File: config.mk
export PLATFORM = sky130hd
export DESIGN_NAME = iep_irq_ctrl
export DESIGN_NICKNAME = d
export VERILOG_FILES = /design/src/hdl/iep_pkg.sv /design/src/hdl/iep_irq_ctrl.sv /design/src/hdl/iep_prio_arbiter.sv /design/src/hdl/iep_rst_sync.sv
export SDC_FILE = /design/constraint.sdc
export NUM_CORES = 1
export LEC_CHECK = 0
export BUFFER_PORTS_ARGS = -buffer_cell sky130_fd_sc_hd__buf_2
export CORE_MARGIN = 3
export CORE_UTILIZATION = 40
export DETAILED_ROUTE_END_ITERATION = 7
export PLACE_DENSITY_LB_ADDON = 0.2
export SLEW_MARGIN = 20
export SYNTH_ARGS = -nofsm -noshare
export SYNTH_HDL_FRONTEND = slang
export SYNTH_SLANG_ARGS = --single-unit
File: constraint.sdc
create_clock -name mclk -period 4.1 [get_ports mclk]
set_clock_uncertainty 0.1 [all_clocks]
set_input_delay 0.205 -clock mclk [delete_from_list [all_inputs] [get_ports mclk]]
set_output_delay 0.205 -clock mclk [all_outputs]
set_load 0.02 [all_outputs]
File: src/hdl/iep_pkg.sv
// constants for the interrupt enable and priority register block
// Function
// - global enable low blocks every source regardless of own enables
// - global enable high lets each source follow its own enable bit
// - enable bit 4 gates the serial port request
// - enable bit 3 gates the timer 1 overflow request
// - enable bit 2 gates external interrupt 1
// - enable bit 1 gates the timer 0 overflow request
// - enable bit 0 gates external interrupt 0
// - enable register at index A8h, global bit 7, sources bits 4..0
// - low priority register at index B8h, sources in bits 4..0
// - high priority register at index B7h, same source order
// - enable register resets to zero and allows single-bit writes
// - low priority register resets to zero and allows single-bit writes
// - high priority register resets to zero, whole byte access only
// - reserved bits read any value; software writes no ones there
// - level is high bit over low bit, 0 lowest to 3 highest
// - only a strictly higher level preempts; level 3 never preempted
// - among simultaneous requests the highest level wins
// - equal levels resolved by fixed polling order
package iep_pkg;
    localparam int NUM_SRC = 5;
    // register indices; byte address is four times the index
    localparam logic [7:0] IDX_ENABLE    = 8'hA8;
    localparam logic [7:0] IDX_PRIO_HIGH = 8'hB7;
    localparam logic [7:0] IDX_PRIO_LOW  = 8'hB8;
    localparam logic [7:0] IDX_STATUS    = 8'hC0;
    localparam logic [7:0] IDX_MASK      = 8'hC1;
    localparam logic [7:0] IDX_BIT_OP    = 8'hC2;
    localparam logic [7:0] IDX_SERVICE   = 8'hC3;
    // field positions
    localparam int GLOBAL_EN_BIT = 7;
    localparam int BIT_OP_VALUE  = 3;
    localparam int BIT_OP_TGT_LO = 4;
    // reset values
    localparam logic [4:0] ENABLE_RESET    = 5'h00;
    localparam logic       GLOBAL_EN_RESET = 1'b0;
    localparam logic [4:0] PRIO_RESET      = 5'h00;
    localparam logic [4:0] MASK_RESET      = 5'h00;
    // source numbers; lower number polled first within a level
    typedef enum logic [2:0] {
        IEP_SRC_EXT0   = 3'b000,
        IEP_SRC_TIMER0 = 3'b001,
        IEP_SRC_EXT1   = 3'b010,
        IEP_SRC_TIMER1 = 3'b011,
        IEP_SRC_SERIAL = 3'b100
    } iep_src_e;
    // single-bit operation targets
    typedef enum logic [1:0] {
        IEP_TGT_ENABLE = 2'b00,
        IEP_TGT_LOW    = 2'b01,
        IEP_TGT_HIGH   = 2'b10,
        IEP_TGT_NONE   = 2'b11
    } iep_tgt_e;
endpackage : iep_pkg

File: src/hdl/iep_irq_ctrl.sv
// interrupt enable and priority registers with APB access and core request port
module iep_irq_ctrl (
    // clock and reset
    input  wire logic        mclk,
    input  wire logic        rst_n,
    // APB slave
    input  wire logic        psel,
    input  wire logic        penable,
    input  wire logic        pwrite,
    input  wire logic [11:0] paddr,
    input  wire logic [31:0] pwdata,
    input  wire logic [3:0]  pstrb,
    output logic      [31:0] prdata,
    output logic             pready,
    output logic             pslverr,
    // source events
    input  wire logic [4:0]  srcEvent,
    // core request port
    output logic             coreReq,
    output logic      [2:0]  coreSrc,
    output logic      [1:0]  coreLevel,
    input  wire logic        coreAck,
    input  wire logic        coreReti,
    // software interrupt
    output logic             irqOut
);
    localparam int NSRC = iep_pkg::NUM_SRC;

    typedef struct packed {
        logic            globalEn;
        logic [NSRC-1:0] srcEn;
        logic [NSRC-1:0] prioHigh;
        logic [NSRC-1:0] prioLow;
        logic [NSRC-1:0] pending;
        logic [NSRC-1:0] mask;
        logic [3:0]      inService;
        logic [31:0]     rdata;
        logic            err;
        logic            reqValid;
        logic [2:0]      reqSrc;
        logic [1:0]      reqLevel;
    } iep_state_s;

    localparam iep_state_s STATE_RESET = '{
        globalEn:  iep_pkg::GLOBAL_EN_RESET,
        srcEn:     iep_pkg::ENABLE_RESET,
        prioHigh:  iep_pkg::PRIO_RESET,
        prioLow:   iep_pkg::PRIO_RESET,
        pending:   5'h00,
        mask:      iep_pkg::MASK_RESET,
        inService: 4'h0,
        rdata:     32'h0000_0000,
        err:       1'b0,
        reqValid:  1'b0,
        reqSrc:    3'b000,
        reqLevel:  2'b00
    };

    iep_state_s      s;
    iep_state_s      next_s;
    logic            rstSync_n;
    logic [NSRC-1:0] arbReq;
    logic            arbValid;
    logic [2:0]      arbSrc;
    logic [1:0]      arbLevel;

    // word-aligned hit on a register index
    function automatic logic isReg(input logic [11:0] addr, input logic [7:0] idx);
        isReg = (addr[1:0] == 2'b00) && (addr[11:10] == 2'b00) && (addr[9:2] == idx);
    endfunction : isReg

    // highest level now in service
    function automatic logic [1:0] topLevel(input logic [3:0] svc);
        topLevel = 2'b00;
        for (int l = 0; l < 4; l++) begin
            if (svc[l]) begin
                topLevel = 2'(l);
            end
        end
    endfunction : topLevel

    iep_rst_sync u_rst_sync (
        .mclk      (mclk),
        .rst_n     (rst_n),
        .rstSync_n (rstSync_n)
    );

    // global gate; own enable decides; pending and both enables
    assign arbReq = s.pending & s.srcEn & {NSRC{s.globalEn}};

    iep_prio_arbiter #(
        .NSRC (NSRC)
    ) u_arbiter (
        .req      (arbReq),
        .prioHigh (s.prioHigh),
        .prioLow  (s.prioLow),
        .valid    (arbValid),
        .src      (arbSrc),
        .level    (arbLevel)
    );

    always_comb begin
        logic            setup;
        logic            wrAcc;
        logic            acked;
        logic            active;
        logic [1:0]      curLevel;
        logic [NSRC-1:0] clr;
        logic [2:0]      bitPos;
        logic            bitVal;
        logic [1:0]      tgt;
        next_s   = s;
        setup    = psel && !penable;
        wrAcc    = psel && penable && pwrite && !s.err && pstrb[0];
        acked    = coreAck && s.reqValid;
        active   = |s.inService;
        curLevel = topLevel(s.inService);
        clr      = '0;
        bitPos   = pwdata[2:0];
        bitVal   = pwdata[iep_pkg::BIT_OP_VALUE];
        tgt      = pwdata[iep_pkg::BIT_OP_TGT_LO +: 2];

        // read data and error decided in the setup cycle
        if (setup) begin
            next_s.rdata = 32'h0000_0000;
            next_s.err   = 1'b0;
            if (isReg(paddr, iep_pkg::IDX_ENABLE)) begin
                next_s.rdata[7:0] = {s.globalEn, 2'b00, s.srcEn};
            end else if (isReg(paddr, iep_pkg::IDX_PRIO_HIGH)) begin
                next_s.rdata[7:0] = {3'b000, s.prioHigh};
            end else if (isReg(paddr, iep_pkg::IDX_PRIO_LOW)) begin
                next_s.rdata[7:0] = {3'b000, s.prioLow};
            end else if (isReg(paddr, iep_pkg::IDX_STATUS)) begin
                next_s.rdata[7:0] = {3'b000, s.pending};
            end else if (isReg(paddr, iep_pkg::IDX_MASK)) begin
                next_s.rdata[7:0] = {3'b000, s.mask};
            end else if (isReg(paddr, iep_pkg::IDX_BIT_OP)) begin
                // high priority register refuses bit access
                next_s.err = pwrite && (tgt == iep_pkg::IEP_TGT_HIGH);
            end else if (isReg(paddr, iep_pkg::IDX_SERVICE)) begin
                next_s.rdata[11:0] = {s.reqValid, s.reqLevel, s.reqSrc, 2'b00, s.inService};
            end else begin
                next_s.err = 1'b1;
            end
        end

        // register writes land at the access edge
        if (wrAcc) begin
            if (isReg(paddr, iep_pkg::IDX_ENABLE)) begin
                next_s.globalEn = pwdata[iep_pkg::GLOBAL_EN_BIT];
                next_s.srcEn    = pwdata[NSRC-1:0];
            end else if (isReg(paddr, iep_pkg::IDX_PRIO_HIGH)) begin
                next_s.prioHigh = pwdata[NSRC-1:0];
            end else if (isReg(paddr, iep_pkg::IDX_PRIO_LOW)) begin
                next_s.prioLow = pwdata[NSRC-1:0];
            end else if (isReg(paddr, iep_pkg::IDX_STATUS)) begin
                clr = pwdata[NSRC-1:0];
            end else if (isReg(paddr, iep_pkg::IDX_MASK)) begin
                next_s.mask = pwdata[NSRC-1:0];
            end else if (isReg(paddr, iep_pkg::IDX_BIT_OP)) begin
                if (tgt == iep_pkg::IEP_TGT_ENABLE) begin
                    if (bitPos == 3'(iep_pkg::GLOBAL_EN_BIT)) begin
                        next_s.globalEn = bitVal;
                    end else if (bitPos < 3'(NSRC)) begin
                        next_s.srcEn[bitPos] = bitVal;
                    end
                // single-bit access to low priority register
                end else if (tgt == iep_pkg::IEP_TGT_LOW) begin
                    if (bitPos < 3'(NSRC)) begin
                        next_s.prioLow[bitPos] = bitVal;
                    end
                end
            end
        end

        // return from service drops the top level first
        if (coreReti && active) begin
            next_s.inService[curLevel] = 1'b0;
        end
        if (acked) begin
            clr[s.reqSrc]                = 1'b1;
            next_s.inService[s.reqLevel] = 1'b1;
        end

        // a new event wins over any clear in the same cycle
        next_s.pending = (s.pending & ~clr) | srcEvent;

        // only strictly higher level preempts; nothing exceeds 3
        next_s.reqValid = arbValid && (!active || arbLevel > curLevel) && !acked && !coreReti;
        next_s.reqSrc   = arbSrc;
        next_s.reqLevel = arbLevel;
    end

    always_ff @(posedge mclk or negedge rstSync_n) begin
        if (!rstSync_n) begin
            s <= STATE_RESET;
        end else begin
            s <= next_s;
        end
    end

    // zero wait state; read data was captured in setup
    assign pready    = 1'b1;
    assign prdata    = s.rdata;
    assign pslverr   = psel && penable && s.err;
    assign coreReq   = s.reqValid;
    assign coreSrc   = s.reqSrc;
    assign coreLevel = s.reqLevel;
    assign irqOut    = |(s.pending & s.mask);
endmodule : iep_irq_ctrl

File: src/hdl/iep_prio_arbiter.sv
// level formation and winner selection among enabled requests
module iep_prio_arbiter #(
    parameter int NSRC = iep_pkg::NUM_SRC
) (
    // requests and priority bits
    input  wire logic [NSRC-1:0] req,
    input  wire logic [NSRC-1:0] prioHigh,
    input  wire logic [NSRC-1:0] prioLow,
    // winner
    output logic                 valid,
    output logic [2:0]           src,
    output logic [1:0]           level
);
    always_comb begin
        valid = 1'b0;
        src   = 3'b000;
        level = 2'b00;
        // highest level wins; walk down so lower number wins a tie
        for (int i = NSRC - 1; i >= 0; i--) begin
            if (req[i] && (!valid || {prioHigh[i], prioLow[i]} >= level)) begin
                valid = 1'b1;
                src   = 3'(i);
                level = {prioHigh[i], prioLow[i]};
            end
        end
    end
endmodule : iep_prio_arbiter

File: src/hdl/iep_rst_sync.sv
// reset release synchroniser
module iep_rst_sync (
    // clock and raw reset
    input  wire logic mclk,
    input  wire logic rst_n,
    // synchronised reset
    output logic      rstSync_n
);
    logic [1:0] stage;

    always_ff @(posedge mclk or negedge rst_n) begin
        if (!rst_n) begin
            stage <= 2'b00;
        end else begin
            stage <= {stage[0], 1'b1};
        end
    end

    assign rstSync_n = stage[1];
endmodule : iep_rst_sync
Yosys cells after proc, flatten, opt, wreduce, memory -nomap -nowiden
Cells that the tools add are included.
- order comparisons: 14
- eq/ne operators: 18
- muxes and demuxes: 72
- bitwise logic cells: 14
- reductions and logical operators: 59
- operator list (operator ; number):
    2-to-1 mux 5 bit ; 15
    == test 8 bit, second input constant ; 7
    2-to-1 mux 6 bit ; 7
    2-to-1 mux 8 bit ; 5
    logical AND 1 bit ; 28
    2-to-1 mux 4 bit ; 7
    2-to-1 mux 12 bit ; 2
    bitwise AND 5 bit ; 4
    2-to-1 mux 1 bit ; 18
    AND reduction 9 bit ; 2
    != test 2 bit, second input constant ; 8
    2-to-1 mux 3 bit ; 5
    2-to-1 mux 2 bit ; 7
    nonzero test 2 bit ; 7
    bitwise mux 5 bit ; 2
    OR 5 bit ; 2
    logical NOT 1 bit ; 9
    greater-or-equal comparator 2 bit ; 4
    less-than comparator 3 x 4 -> 1 bit, second input constant ; 2
    AND reduction 8 bit ; 1
    demux 1 bit (select 3 bit) ; 2
    greater-or-equal comparator 3 x 1 -> 1 bit, second input constant ; 2
    logical NOT 2 bit ; 3
    less-than comparator 2 x 3 -> 1 bit, second input constant ; 2
    17 further kinds ; 26
- register bits: 51
- output and inout port bits: 41
- word-level logic and storage cells: 190

Longest topological paths before layout
Gate-level depths: netlist (run 1).
- depth after elaboration: 24
- mapped depth: 30
- gate-level depth less buffers: 29

Hierarchy
A second synthesis (run 1) with hierarchy kept.
- cells, all modules: 383
- area, all modules: 3563.4 µm²
- by module, submodules not included (module ; instances ; cells an instance ; area an instance (µm²) ; seq. area each (µm²)):
    iep_irq_ctrl ; 1 ; 316 ; 3037.9 ; 1201.2
    iep_prio_arbiter ; 1 ; 64 ; 471.7 ; 0.0
    iep_rst_sync ; 1 ; 3 ; 53.8 ; 50.0

Worst setup path after synthesis (run 1)
No wires, ideal clock.
- kind: register -> register
- start point: register s[68] (netlist bit)
- end point: register s, in the netlist coreReq
- library setup time: 123 ps
- arrival time: 5745 ps
- path slack: -1867 ps
- stages on the path, launching flop included: 30
- cells stage by stage: dfrtp_1 > clkbuf_1 > inv_1 > nor3_1 > ha_1 > or3b_2 > a21oi_1 > a2bb2oi_1 > nor2_1 > ha_1 > nand2b_1 > a211oi_1 > nand2b_1 > o22ai_1 > ha_1 > nand2b_1 > a221oi_1 > or2_2 > o221ai_1 > a21boi_0 > ha_1 > nand2b_1 > a221oi_1 > nor2_1 > nand2_1 > o21ai_0 > ha_1 > a21oi_1 > a21oi_1 > o221a_2
- RTL lines (item ; RTL line ; RTL):
    start, declared ; iep_irq_ctrl.sv:59 ; iep_state_s s;
    start signal, assigned ; iep_irq_ctrl.sv:198 ; s <= next_s;

==> results of run 1 <==
[kinds of logic after synthesis]
| group | share of synthesized area |
|---|---|
| adder cells (fa/ha/maj) | 0.03484 |
| other | 0.002091 |
| buffers and inverters | 0.1209 |
| multiplexers | 0.05192 |
| flip-flops | 0.3484 |
| AO/OA/AOI/OAI | 0.2303 |
| AND/OR/NAND/NOR | 0.2115 |
[Yosys cell counts (6+ instances only)]
library cell	n
buf_4	40
mux2_2	13
ha_1	10
a22oi_1	9
a22o_1	6
a21oi_1	22
a221oi_1	8
dfrtp_1	50
a31oi_1	8
nand2_1	27
nor2_1	24
o21ai_0	12
clkbuf_1	9
o31ai_1	6
buf_2	8
o22ai_1	6
inv_1	13
nand2b_1	13
nor2b_1	6
nand3_1	8
[final timing paths]
| kind | slack, ns | end | cells after the start |
|---|---|---|---|
| max | -1.55 | coreReq | 27 |
| min | 0.007 | s[42] | 2 |
| max reg2reg | -1.55 | coreReq | 27 |
| min reg2reg | 0.24 | coreLevel[1] | 0 |
| max in group asynchronous | 3.22 | prdata[3] | 0 |
| min in group asynchronous | 0.09 | u_rst_sync.stage[1] | 2 |
[power by group through the flow]
| stage | logic [mW] | registers [mW] | clock network [mW] |
|---|---|---|---|
| detailed placement | 0.110 | 0.524 | 0 |
| global route | 0.126 | 0.516 | 0.395 |
| global placement | 0.110 | 0.523 | 0 |
| CTS | 0.115 | 0.514 | 0.370 |
| finish | 0.117 | 0.513 | 0.367 |
| floorplan | 0.0968 | 0.520 | 0 |
[routing by layer]
metal	vias to the layer above	routed length [microns]	track usage	part of all wire
li1	1558	-	-	-
met1	1612	4611	0.2961	0.44
met2	112	5042	0.3403	0.48
met3	20	682	0.02561	0.065
met4	0	182	0.05803	0.017
met5	-	0	0	0
[metrics by stage]
stage                     setup WS [ns]  power [mW]  area (sq um)
after floorplan                  -1.310      0.6168          3791
after global placement           -1.293      0.6333          4056
after detailed placement         -1.524      0.6341          4056
after CTS                        -1.459      0.9996          4404
after global routing             -1.828       1.037          4424
final                            -1.555      0.9970          4424
[registers in the layout (all words and copies together) (netlist names)]
register          flops
coreSrc               3
coreReq               1
u_rst_sync.stage      2
coreLevel             2
s                    31
prdata               11
[worst max-delay path, stage by stage, from the launching register on]
cell       delay (ns)
dfrtp_1          0.44
inv_4            0.06
nor3_4           0.17
ha_1             0.26
or3b_4           0.39
a21oi_4          0.19
a2bb2oi_2        0.09
nor2_1           0.11
ha_1             0.24
nand2b_4         0.15
a211oi_4         0.25
nand2b_4         0.18
o22ai_2          0.07
ha_1             0.27
nand2b_4         0.15
a221oi_4         0.26
or2_4            0.16
o221ai_2         0.09
a21boi_2         0.17
ha_1             0.27
nand2b_4         0.15
a221oi_4         0.34
o22ai_2          0.13
o21ai_2          0.17
ha_1             0.27
buf_4            0.14
a21oi_1          0.14
o221a_2          0.19
[final cells by class]
type | instances | area, sq um
repair buffers | 103 | 685.7
multi-input cells | 291 | 2183
inverters | 13 | 51.30
flip-flops and latches | 50 | 1255
clock inverters | 3 | 48.80
well taps | 105 | 131.4
fillers | 768 | 4040
clock buffers | 5 | 68.82
[timing repair]
| item | 4_1_cts | 5_1_grt |
|---|---|---|
| setup endpoints to repair | 6 | 6 |
| hold buffers | 6 | 0 |
| buffers inserted | 13 | 3 |
| endpoints found under the hold margin | 7 | 0 |
| pin swaps | 15 | 11 |
| resized for setup | 16 | 13 |
| gates cloned | 0 | 0 |
==> impl_metrics.yaml, run 1 <==
yosys:
  flop_and_latch_count_out_of_synthesis: 50
  synth_top_cell_by_area: "dfrtp_1"
  number_of_enable_type_register_cells_in_the_synthesized_netlist: 0
  synth_cell_type_count: 64
  yosys.area.top_type_share: 0.3484
  synth-warning-count: 0
  synth_sequential_area_ratio: 0.3484
  synth_flop_cell: "dfrtp_1"
  post_synthesis_average_cell_area_sq_um: 9.184
  postSynthCellCount: 391
  mapped_area_sq_um: 3591
  post_synth_main_area_contributors: "dfrtp_1 35%, buf_4 8.4%, mux2_2 4.1%"
  ys_async_sr_fraction: 1.000
outcome:
  violations: "setup timing"
  outcome: "complete, but fails checks"
run:
  max_cap_violations: 0
grt:
  globalRouteTotalUtil: 0.2103
  number_of_global_route_vias_before_repair: 3216
  grt_first_pass_wirelength_mm: 16.95
  grt_start_max_net_pins: 49
  antenna_found_initial: 0
  grt-ovfl-total: 0
placed_design:
  routabilityCongestion: 0.8905
  dp_cells: 546
  port-buffer-count: 50
  dp.final_hpwl_mm: 7.893
setup_path:
  critical_path.max_fanout: 4
  crit_type: "reg2reg"
  critical_path.endpoint_type: "flop"
  crit_arrival_ns: 5.81
  worst_setup_path_start_kind: "flop"
  critical_path_required_ns: 4.25
  r2r-start: "s[68]"
  critPathLaunch: "s[68]"
timing:
  setup_viol_count_final: 6
  fin_ws_ns: -1.555
  final.min_clock_period_ns: 5.655
  worst_slew_margin_rel: 0.4865
  fin_hold_ws_ns: 0.006519
  fmaxAchievable_mhz: 176.8
  hold_viol_final: 0
  slew_viol_final: 0
  total_negative_setup_slack_ns: -6.782
  worst-slew-pin-transition_ns: 0.7640
  min_period_over_period: 1.379
  setup_repair_after_global_routing_missed_its_margin: "true"
clock_tree:
  clkTransAtPathRegs_ns: 0.10
  number_of_sinks_handled_by_clock_tree_synthesis: 50
  cts.path.max_buffers: 2
  cts_tree: "built"
  cts_made_buffers: 5
  cts-root-buf: "clkbuf_8"
  h_tree_lvls: 2
  clk-insertion-delay-late_ns: 0.32
pwr:
  power.share.combinational: 0.117
  sw_frac_of_total: 0.2735
  ir_worst_vdd_v: 0.0002110
  internal_power_mw: 0.7243
  clock_power_share: 0.368
  power.switching_mw: 0.2727
  leakagePower_nw: 2.051
  sequentialPowerShare: 0.515
  p_per_area_nw_per_um2: 225.3
drt:
  route.antenna.remaining_nets: 0
  via_per_inst: 5.793
  drt_drc_violations_left: 0
  route.vias.total: 3302
  drt_first_pass_iters: 4
  drt-total-wl_mm: 10.52
  drt-initial-drc-count: 238
  drt-wirelength-per-cell_microns: 18.45
finish:
  area_delta_synth_final_pct: 23.21
  final_cell_mix: "50 x buf_2, 49 x dfrtp_1, 41 x buf_4, 25 x nand2_1, 23 x conb_1"
  antenna_cells: 0
  drive_gt1_frac: 0.3548
  layout.cells.most_common: "buf_2"
  nets: 534
  final_cell_count_no_fill: 570
  layout.core_utilization: 0.5227
die:
  floorplan.die_area_sq_um: 10150
  horiz_die_dim_microns: 100.8
  initial_core_util: 0.4242
  core_area_sq_um: 8464
  top_level_ports: 101
  die_height_microns: 100.8
  rows: 33
min_path:
  timing.hold.worst.class: "in2reg"
  holdCritStartpoint: "coreReti"
(Power assumes the default switching activity.)
==> run 2: changes to the inputs <==
- REMOVE_ABC_BUFFERS: default -> 1
- clock period: 4.1 -> 5.2 ns (I/O delays scaled with it)
==> run 2 against run 1 <==
Compared with the run above:
- the flow still finishes with violations (setup timing)
- utilization down 2.3 points
- die area unchanged
- register-to-register slack better by 1.1 ns
- design area down 4.4%
- total power down 24%
- global-route usage about the same
- worst hold slack better by 0.027 ns
- non-clock buffer count down 15
- largest cell class unchanged
- highest routed layer unchanged
==> impl_metrics.yaml, run 2 (synthesis gave the netlist of run 1 again) <==
timing:
  worst_slew_margin_rel: 0.3496
  total_negative_setup_slack_ns: -0.4926
  setup_repair_after_global_routing_missed_its_margin: "true"
  slew_viol_final: 0
  fmaxAchievable_mhz: 175.7
  worst-slew-pin-transition_ns: 0.9683
  final.min_clock_period_ns: 5.693
  min_period_over_period: 1.095
  fin_ws_ns: -0.4926
  fin_hold_ws_ns: 0.03321
  setup_viol_count_final: 1
  hold_viol_final: 0
clock_tree:
  h_tree_lvls: 2
  cts_made_buffers: 5
  cts_tree: "built"
  cts.path.max_buffers: 2
  cts-root-buf: "clkbuf_8"
  clk-insertion-delay-late_ns: 0.31
  clkTransAtPathRegs_ns: 0.11
  number_of_sinks_handled_by_clock_tree_synthesis: 50
setup_path:
  worst_setup_path_start_kind: "flop"
  crit_arrival_ns: 5.80
  crit_type: "reg2reg"
  critical_path.most_common_cell: "ha_1"
  buf_inv_stages_crit_path: 1
  timing.critical_path.max_delay_family: "compound AO/OA/AOI/OAI gates"
  cp_peak_stage_delay_ns: 0.42
  critical_path.slowest_cell: "dfrtp_1"
  critical_path_required_ns: 5.31
  critical_path.endpoint_type: "flop"
  critical_path.max_fanout: 3
finish:
  finish.instance_area_sq_um: 4232
  layout.cells.most_common: "buf_2"
  registers.top_by_ff_count: "s"
  area_delta_synth_final_pct: 17.84
  nets: 519
  drive_gt1_frac: 0.3289
  largest_register_ff_count: 31
  final_cell_mix: "50 x buf_2, 49 x dfrtp_1, 33 x buf_4, 26 x nand2_1, 23 x conb_1"
  antenna_cells: 0
grt:
  grt-ovfl-total: 0
  grt_start_max_net_pins: 49
  number_of_global_route_vias_before_repair: 3165
  antenna_found_initial: 0
  globalRouteTotalUtil: 0.2101
  grt_first_pass_wirelength_mm: 16.81
outcome:
  outcome: "complete, but fails checks"
  violations: "setup timing"
pwr:
  p_per_area_nw_per_um2: 178.1
  leakagePower_nw: 1.952
  ir_worst_vdd_v: 0.0001017
placed_design:
  place_area_sq_um: 3870
  routabilityCongestion: 0.9601
  port-buffer-count: 50
  dp.final_hpwl_mm: 7.497
die:
  initial_core_util: 0.4242
  horiz_die_dim_microns: 100.8
  rows: 33
  top_level_ports: 101
  floorplan.die_area_sq_um: 10150
  core_area_sq_um: 8464
  die_height_microns: 100.8
drt:
  drt-initial-drc-count: 256
  route.antenna.remaining_nets: 0
  drt_first_pass_iters: 5
  drt-wirelength-per-cell_microns: 18.98
  drt-total-wl_mm: 10.54
  drt_drc_violations_left: 0
  route.vias.total: 3279
  via_per_inst: 5.908
min_path:
  timing.hold.worst.class: "in2reg"
run:
  max_cap_violations: 0
[run 2: cell types whose count changed in the layout (fill, tap and decap cells not counted), moves of 2 or more]
cell,previous run,this run
buf_4,41,33
dlygate4sd3_1,6,1
buf_6,6,4
o21ai_1,0,2
o21ai_2,2,0
o22ai_1,4,6
o22ai_2,2,0
[run 2: path summary, 6_finish.rpt]
kind | depth (start not counted) | to | slack [ns] | start
min in group asynchronous | 2 | u_rst_sync.stage[1] | 0.14 | rst_n
worst min-delay path | 2 | s[50] | 0.03 | srcEvent[2]
worst max register to register | 28 | coreReq | -0.49 | s[52]
worst max-delay path | 28 | coreReq | -0.49 | s[52]
max in group asynchronous | 0 | s[43] | 4.30 | u_rst_sync.stage[1]
worst min register to register | 0 | u_rst_sync.stage[1] | 0.26 | u_rst_sync.stage[0]
[run 2: area by class of cell]
class                      count  area [sq um]
tap                          105         131.4
fill                         764          4233
clock buffer                   5         68.82
inverter                      13         48.80
sequential                    50          1255
timing repair buffer          88         553.0
multi-input combinational    291          2146
clock inverter                 3         28.78
[run 2: where the power goes]
group / switching (mW) / internal (mW) / total (mW)
clock: 0.156 / 0.101 / 0.257
combinational: 0.0636 / 0.0271 / 0.0906
sequential: 0.0110 / 0.395 / 0.406
[run 2: metal layers]
layer  track usage  routed length [microns]  vias to the layer above
met5             0                        0                        -
met4       0.05699                      211                        0
met3       0.02976                      769                       13
met2        0.3413                     5036                      155
li1              -                        -                     1530
met1        0.2920                     4518                     1581
[run 2: repair_timing]
item | 4_1_cts | 5_1_grt
hold buffers | 1 | 0
endpoints found under the setup margin | 6 | 6
setup buffers | 8 | 4
pin swaps | 19 | 7
hold endpoints to repair | 2 | 0
gates resized for setup | 26 | 10
[run 2: stage by stage]
| stage | total power [mW] | util | cells | worst slack, ns |
|---|---|---|---|---|
| detailed placement | 0.5030 | 0.4572 | 536 | -0.6927 |
| floorplan | 0.4587 | - | 354 | -0.6356 |
| CTS | 0.7592 | 0.4915 | 553 | -0.2276 |
| global placement | 0.5021 | 0.4572 | 536 | -0.5277 |
| finish | 0.7536 | 0.4999 | 555 | -0.4926 |
| global route | 0.7841 | 0.4999 | 555 | -0.7893 |
